--- src/list_ctrl_cfg.svh ---
// Constants for the list control and command/status register bank.
// Assumes a 32-bit register port with byte offsets from the operational base.
`ifndef LIST_CTRL_CFG_SVH
`define LIST_CTRL_CFG_SVH

`define OFS_LIST_CONTROL     8'h04
`define OFS_COMMAND_STATUS   8'h08

`define CTL_RATIO_LSB        0
`define CTL_PERIODIC_BIT     2
`define CTL_ISO_BIT          3
`define CTL_CONTROL_BIT      4
`define CTL_BULK_BIT         5
`define CTL_RESET_VALUE      32'h00000000

`define CMD_RESET_BIT        0
`define CMD_CFILL_BIT        1
`define CMD_BFILL_BIT        2
`define CMD_OWN_BIT          3
`define CMD_OVR_LSB          16
`define CMD_RESET_VALUE      32'h00000000

`define SOFT_RESET_NS        40
`define CLK_PERIOD_NS        4
`define SOFT_RESET_CYCLES    ((`SOFT_RESET_NS + `CLK_PERIOD_NS - 1) / `CLK_PERIOD_NS)

`endif

--- src/list_ctrl_pkg.sv ---
// Types for the list control and command/status register bank.
// Assumes list_ctrl_cfg.svh supplies the numeric constants.
package list_ctrl_pkg;
    typedef logic [31:0] word_t;
    typedef logic [7:0]  offset_t;
    typedef logic [1:0]  ratio_t;
    typedef enum logic [3:0] {
        SEL_IDLE     = 4'b0001,
        SEL_CONTROL  = 4'b0010,
        SEL_BULK     = 4'b0100,
        SEL_DONE     = 4'b1000
    } select_t;
endpackage

--- src/ratio_arbiter.sv ---
// Control-versus-bulk service arbiter for the non-periodic lists.
// Assumes the list engine pulses descriptor events one per cycle.
`timescale 1ns/100ps
module ratio_arbiter
    import list_ctrl_pkg::*;
(
    input  wire logic                   clk,
    input  wire logic                   nrst,
    input  wire list_ctrl_pkg::ratio_t  ratio,
    input  wire logic                   controlDone,
    input  wire logic                   bulkDone,
    output logic                        preferControl
);
    import list_ctrl_pkg::*;

    logic [2:0] served_reg;
    logic [2:0] served_next;
    logic [2:0] limit;

    // Ratio compare before each non-periodic pick
    assign limit         = {1'b0, ratio} + 3'h1;
    assign preferControl = served_reg < limit;
    // Count kept across frames, cleared only by bulk service or nrst
    assign served_next = bulkDone ? 3'h0 :
                         (controlDone && preferControl) ? served_reg + 3'h1 : served_reg;

    always_ff @(posedge clk)
    begin
        if (!nrst)
            served_reg <= 3'h0;
        else
            served_reg <= served_next;
    end
endmodule // ratio_arbiter

--- src/list_control.sv ---
// Control register enables and write-to-set command/status register.
// Assumes a simple synchronous register port and a list engine outside.
// How it works
// - Control list runs from the frame after enable; stops at once when cleared.
// - Engine samples control enable each time it would walk that list.
// - Isochronous descriptor with iso disabled halts periodic list, go non-periodic.
// - Isochronous enable changes apply only from the next frame.
// - Periodic enable latched per frame and checked before the periodic list.
// - Ratio field 00b..11b selects 1:1 to 4:1 control to bulk.
// - Ratio compared with count of nonempty control descriptors served.
// - Control service count survives frame boundaries.
// - Command/status writes set ones and leave zero bits unchanged.
// - Command/status reads return every bit as it stands.
// - Periodic list unfinished at end of frame counts as overrun.
// - Each overrun increments the counter and pulses the overrun flag.
// - Count 17:16, ownership 3, bulk-filled 2, control-filled 1, reset 0.
// - Overrun count starts at 00b, wraps at 11b, counts every overrun.
// - Ownership request raises ownership flag; clears after changeover.
// - Bulk-filled zero skips bulk; reaching the head clears it, refound descriptor sets it.
`timescale 1ns/100ps
`include "list_ctrl_cfg.svh"
module list_control
(
    input  wire logic                    clk,
    input  wire logic                    nrst,
    input  wire list_ctrl_pkg::offset_t  regAddr,
    input  wire logic                    regWrite,
    input  wire logic                    regRead,
    input  wire list_ctrl_pkg::word_t    regWdata,
    output list_ctrl_pkg::word_t         regRdata,
    input  wire logic                    frameStart,
    input  wire logic                    frameEnd,
    input  wire logic                    periodicBusy,
    input  wire logic                    isoFound,
    input  wire logic                    controlHead,
    input  wire logic                    bulkHead,
    input  wire logic                    controlTdFound,
    input  wire logic                    bulkTdFound,
    input  wire logic                    controlDone,
    input  wire logic                    bulkDone,
    input  wire logic                    changeoverDone,
    output logic                         runPeriodic,
    output logic                         runIso,
    output logic                         runControl,
    output logic                         runBulk,
    output logic                         isoHalt,
    output logic                         preferControl,
    output logic                         overrunFlagSet,
    output logic                         ownershipFlagSet,
    output logic                         softResetActive
);
    import list_ctrl_pkg::*;

    word_t        control_reg;
    logic         periodicFrame_reg;
    logic         isoFrame_reg;
    logic         controlFrame_reg;
    logic         bulkFrame_reg;
    logic [1:0]   overrunCount_reg;
    logic         ownReq_reg;
    logic         bulkFill_reg;
    logic         ctrlFill_reg;
    logic         softReset_reg;
    logic [7:0]   resetTimer_reg;
    logic         overrunPulse_reg;
    logic         ownPulse_reg;
    word_t        rdata_reg;

    logic         wrControl;
    logic         wrCommand;
    logic         overrunEvent;
    logic         resetDone;
    logic [1:0]   overrunCount_next;
    logic         bulkFill_next;
    logic         ctrlFill_next;
    logic         ownReq_next;
    logic         softReset_next;
    word_t        commandView;
    word_t        rdata_next;

    assign wrControl = regWrite && (regAddr == `OFS_LIST_CONTROL);
    assign wrCommand = regWrite && (regAddr == `OFS_COMMAND_STATUS);

    // Frame-latched enables; mid-frame enable sets wait for the next SOF
    always_ff @(posedge clk)
    begin
        if (!nrst)
        begin
            periodicFrame_reg <= 1'b0;
            isoFrame_reg      <= 1'b0;
            controlFrame_reg  <= 1'b0;
            bulkFrame_reg     <= 1'b0;
        end
        else if (frameStart)
        begin
            periodicFrame_reg <= control_reg[`CTL_PERIODIC_BIT];
            isoFrame_reg      <= control_reg[`CTL_ISO_BIT];
            controlFrame_reg  <= control_reg[`CTL_CONTROL_BIT];
            bulkFrame_reg     <= control_reg[`CTL_BULK_BIT];
        end
        else if (wrControl)
        begin
            // A clear drops the frame enable so a re-set waits for the next SOF
            periodicFrame_reg <= periodicFrame_reg && regWdata[`CTL_PERIODIC_BIT];
            controlFrame_reg  <= controlFrame_reg && regWdata[`CTL_CONTROL_BIT];
            bulkFrame_reg     <= bulkFrame_reg && regWdata[`CTL_BULK_BIT];
        end
    end

    // Live enable also gates the periodic, control and bulk walks so a clear stops them at once
    assign runControl  = controlFrame_reg && control_reg[`CTL_CONTROL_BIT]
                         && controlHead && ctrlFill_reg;
    assign runBulk     = bulkFrame_reg && control_reg[`CTL_BULK_BIT]
                         && bulkHead && bulkFill_reg;
    assign runPeriodic = periodicFrame_reg && control_reg[`CTL_PERIODIC_BIT];
    assign runIso      = isoFrame_reg;
    assign isoHalt     = isoFound && !isoFrame_reg;

    ratio_arbiter u_ratio (
        .clk           (clk),
        .nrst          (nrst),
        .ratio         (control_reg[`CTL_RATIO_LSB +: 2]),
        .controlDone   (controlDone),
        .bulkDone      (bulkDone),
        .preferControl (preferControl)
    );

    always_ff @(posedge clk)
    begin
        if (!nrst)
            control_reg <= `CTL_RESET_VALUE;
        else if (wrControl)
            control_reg <= {26'h0, regWdata[5:0]};
    end

    assign overrunEvent      = frameEnd && periodicBusy;
    assign overrunCount_next = overrunEvent ? overrunCount_reg + 2'h1
                                            : overrunCount_reg;
    // Hardware sets win over same-cycle clears
    assign ctrlFill_next = (wrCommand && regWdata[`CMD_CFILL_BIT]) || controlTdFound
                           || (ctrlFill_reg && !(controlHead && runControl));
    assign bulkFill_next = (wrCommand && regWdata[`CMD_BFILL_BIT]) || bulkTdFound
                           || (bulkFill_reg && !(bulkHead && runBulk));
    assign ownReq_next   = (wrCommand && regWdata[`CMD_OWN_BIT])
                           || (ownReq_reg && !changeoverDone);
    assign resetDone     = softReset_reg && (resetTimer_reg == 8'h00);
    assign softReset_next = (wrCommand && regWdata[`CMD_RESET_BIT])
                           || (softReset_reg && !resetDone);

    always_ff @(posedge clk)
    begin
        if (!nrst)
        begin
            overrunCount_reg <= 2'h0;
            ctrlFill_reg     <= 1'b0;
            bulkFill_reg     <= 1'b0;
            ownReq_reg       <= 1'b0;
            softReset_reg    <= 1'b0;
            overrunPulse_reg <= 1'b0;
            ownPulse_reg     <= 1'b0;
        end
        else
        begin
            overrunCount_reg <= overrunCount_next;
            ctrlFill_reg     <= ctrlFill_next;
            bulkFill_reg     <= bulkFill_next;
            ownReq_reg       <= ownReq_next;
            softReset_reg    <= softReset_next;
            overrunPulse_reg <= overrunEvent;
            ownPulse_reg     <= wrCommand && regWdata[`CMD_OWN_BIT];
        end
    end

    // Soft reset length counter
    always_ff @(posedge clk)
    begin
        if (!nrst)
            resetTimer_reg <= 8'h00;
        else if (wrCommand && regWdata[`CMD_RESET_BIT] && !softReset_reg)
            resetTimer_reg <= 8'(`SOFT_RESET_CYCLES - 1);
        else if (resetTimer_reg != 8'h00)
            resetTimer_reg <= resetTimer_reg - 8'h01;
    end

    assign commandView = {14'h0, overrunCount_reg, 12'h0,
                          ownReq_reg, bulkFill_reg, ctrlFill_reg, softReset_reg};
    assign rdata_next  = !regRead ? rdata_reg :
                         (regAddr == `OFS_LIST_CONTROL)   ? control_reg :
                         (regAddr == `OFS_COMMAND_STATUS) ? commandView : 32'h00000000;

    always_ff @(posedge clk)
    begin
        if (!nrst)
            rdata_reg <= 32'h00000000;
        else
            rdata_reg <= rdata_next;
    end

    assign regRdata         = rdata_reg;
    assign overrunFlagSet   = overrunPulse_reg;
    assign ownershipFlagSet = ownPulse_reg;
    assign softResetActive  = softReset_reg;
endmodule // list_control

--- config.mk ---
export PLATFORM = sky130hd
export DESIGN_NAME = list_control
export DESIGN_NICKNAME = d
export VERILOG_FILES = /design/src/list_ctrl_pkg.sv /design/src/ratio_arbiter.sv /design/src/list_control.sv
export VERILOG_INCLUDE_DIRS = /design/src
export SDC_FILE = /design/constraint.sdc
export NUM_CORES = 1
export LEC_CHECK = 0
export BUFFER_PORTS_ARGS = -buffer_cell sky130_fd_sc_hd__buf_2
export CORE_MARGIN = 5
export CORE_UTILIZATION = 49
export CTS_CLUSTER_SIZE = 16
export DETAILED_ROUTE_END_ITERATION = 10
export GPL_ROUTABILITY_DRIVEN = 0
export PLACE_DENSITY = 0.95
export SETUP_SLACK_MARGIN = 0.15
export SLEW_MARGIN = 20
export SYNTH_ARGS = -nofsm -noshare
export SYNTH_HDL_FRONTEND = slang
export SYNTH_SLANG_ARGS = --single-unit
--- constraint.sdc ---
create_clock -name clk -period 4.4 [get_ports clk]
set_input_delay 0.44 -clock clk [delete_from_list [all_inputs] [get_ports clk]]
set_output_delay 0.44 -clock clk [all_outputs]
set_load 0.01 [all_outputs]
==> out/results.ini <==
[final_layout]
final_nets=323
mostFrequentLayoutCells=45 x buf_2, 37 x dfxtp_1, 24 x conb_1
postLayoutCoreUtil=0.5959
n_antenna_cell=0
area.growth.synth_to_final_pct=15.11
final_common_cell=buf_2
fill_cells=337
multi_input_area_mm2=0.001033
seq_area_um2=740.7
drive_gt1_frac=0.2311

[sta]
rsz0062_at_grt=false
skew_ns=0.008200
hold_violations=0
tightest_slew_ns=0.7046
final_max_slew_viol_count=0
fin_setup_tns_ns=0
slew_headroom=0.5290
setup_violations=0
period_share=0.4715
max_freq_mhz=482.0
fin_crit_ns=2.074

[clocking]
htree_levels=2
cts_resized=0
tritoncts=done
cts.clk_slew.worst_paths_ns=0.07
cts_setup_buffers=0
clock_latency_ns=0.30
clockBufferDepth=2
clkSinkCount=37
cts_hold_buf=0
cts_root_buf=clkbuf_8
cts_made_buffers=5

[global_route]
grtUsageMet2=0.2565
antenna_found_initial=0
grt_overflow=0
grt_first_pass_wirelength_mm=6.975
use_met3=0.05785
grt_pass1_vias=1608
grt-busiest-layer=met2
grtUsageTotal=0.1657
grt_use_met1=0.2077
grt_max_degree=28

[logic_synthesis]
syn_area_mm2=0.001938
synthAdderAreaFrac=0.03228
synth_compound_area_frac=0.1375
async_flop_share=0
synth_top_family_by_area=simple AND/OR/NAND/NOR gates
synth_xor_area_frac=0.01356
ys_types=47
synth_edf_count=0
synth_warnings=0
synth_ff_type=dfxtp_1
syn_area_per_cell_um2=8.770
synth-simple-area-share=0.2382
synth_mux_area_frac=0.06198
syn_inst=221
synth_seq_cells=37
yosysSeqAreaShare=0.3822

[critical_path]
cp-end-kind=output pin
required_ns=3.96
reg2reg_to=resetTimer_reg[3]$_SDFFE_PN0P_
cp.arrival_ns=1.63
worstSetupStartpointType=flop
reg2regPathDepth=3
rrSetupSlack_ns=2.52
worstSetupPathType=reg -> out
crit_fanout=4
crit-reg2reg-launch=resetTimer_reg[3]$_SDFFE_PN0P_

[die]
rows=22
die_w_um=72.89
design.core.area_mm2=0.003744
die_y_um=72.89
start_util=0.5177
dieArea_mm2=0.005313
ios=96

[power]
seq_power_share=0.421
p_sw_uw=267.8
p_comb_frac=0.214
power.share.switching=0.2819
powerDensity_mw_per_mm2=425.8
clkPwrFrac=0.365
power_uw=949.9
power.leakage_nw=1.009
p_int_uw=682.1
vdd_ir_drop_max_mv=0.2936

[drt]
drt_iter0_drc=106
drc_errors=0
dr.pass1.iters=4
drt-vias-per-instance=5.542
num_vias=1729
wirelength_mm=4.240
ant_nets=0
post_drt_wl_per_cell_um=13.59

[hold_path]
hp-class=in -> reg
min_delay_path_depth=3
min_from=regWdata[3]
hold-path-endpoint=ownershipFlagSet$_SDFF_PN0_

[placement]
place.port_buffers=45
dp_hpwl_mm=3.223

[run_status]
outcome=completed

[job]
drv_cap=0

metal layers:
layer,share of wire,up-vias,wire [µm]
met5,0,-,0
met4,0.021,0,90
met3,0.10,11,429
met2,0.46,75,1934
met1,0.42,794,1786
li1,-,849,-
how the worst max path moves through the flow:
| stage | start | to | slack, ns |
|---|---|---|---|
| global placement | regAddr[3] | control_reg[1]$_SDFFE_PN0P_ | 2.41 |
| finish | control_reg[0]$_SDFFE_PN0P_ | preferControl | 2.33 |
| floorplan | resetTimer_reg[3]$_SDFFE_PN0P_ | resetTimer_reg[3]$_SDFFE_PN0P_ | 2.57 |
| global route | control_reg[0]$_SDFFE_PN0P_ | preferControl | 2.26 |
| CTS | control_reg[0]$_SDFFE_PN0P_ | preferControl | 2.31 |
| detailed placement | regAddr[2] | resetTimer_reg[3]$_SDFFE_PN0P_ | 2.37 |
cell usage after synthesis (5+ instances only):
library cell | instances | area share
mux2i_1 | 12 | 0.062
dfxtp_1 | 37 | 0.38
nand2_1 | 18 | 0.035
ha_1 | 5 | 0.032
nand2b_1 | 6 | 0.019
inv_1 | 8 | 0.015
buf_4 | 24 | 0.093
clkbuf_1 | 7 | 0.014
nand3_1 | 7 | 0.018
nor3_1 | 5 | 0.013
nand4_1 | 11 | 0.036
a21oi_1 | 8 | 0.021
nor2_1 | 9 | 0.017
o21ai_0 | 8 | 0.021
worst max-delay path, stage by stage, from the launching register on:
cell	delay (ns)
dfxtp_1	0.34
ha_1	0.28
inv_1	0.04
ha_1	0.27
o211a_1	0.17
nor2_1	0.11
buf_2	0.14
area by class of cell:
class | instances | share of cell area
Clock buffer | 5 | 0.03085
Clock inverter | 3 | 0.02916
Sequential cell | 37 | 0.3320
Inverter | 8 | 0.01346
Timing Repair Buffer | 46 | 0.1043
Tap cell | 48 | 0.02692
Multi-Input combinational cell | 165 | 0.4633
power by group through the flow:
| stage | clock, mW | combinational, mW | sequential, mW |
|---|---|---|---|
| 2_1_floorplan | 0 | 0.185 | 0.396 |
| 3_3_place_gp | 0 | 0.193 | 0.404 |
| 3_5_place_dp | 0 | 0.204 | 0.405 |
| 4_1_cts | 0.351 | 0.204 | 0.399 |
| 5_1_grt | 0.367 | 0.230 | 0.405 |
| 6_report | 0.347 | 0.203 | 0.400 |
cell families after synthesis:
kind of cell	Yosys count
AND/OR/NAND/NOR	81
buffers and inverters	42
AO/OA/AOI/OAI	40
flip-flops	37
multiplexers	12
adder cells (fa/ha/maj)	5
XOR/XNOR	3
other	1
stage by stage:
step	cells	setup WS [ns]	hold WS (ns)	instance area (µm²)
2_1_floorplan	244	2.569	0.4409	2024
3_3_place_gp	304	2.411	0.4538	2097
3_5_place_dp	304	2.367	0.4578	2097
4_1_cts	312	2.308	0.3790	2231
5_1_grt	312	2.258	0.4038	2231
6_report	312	2.326	0.3851	2231
(Power assumes the default switching activity.)
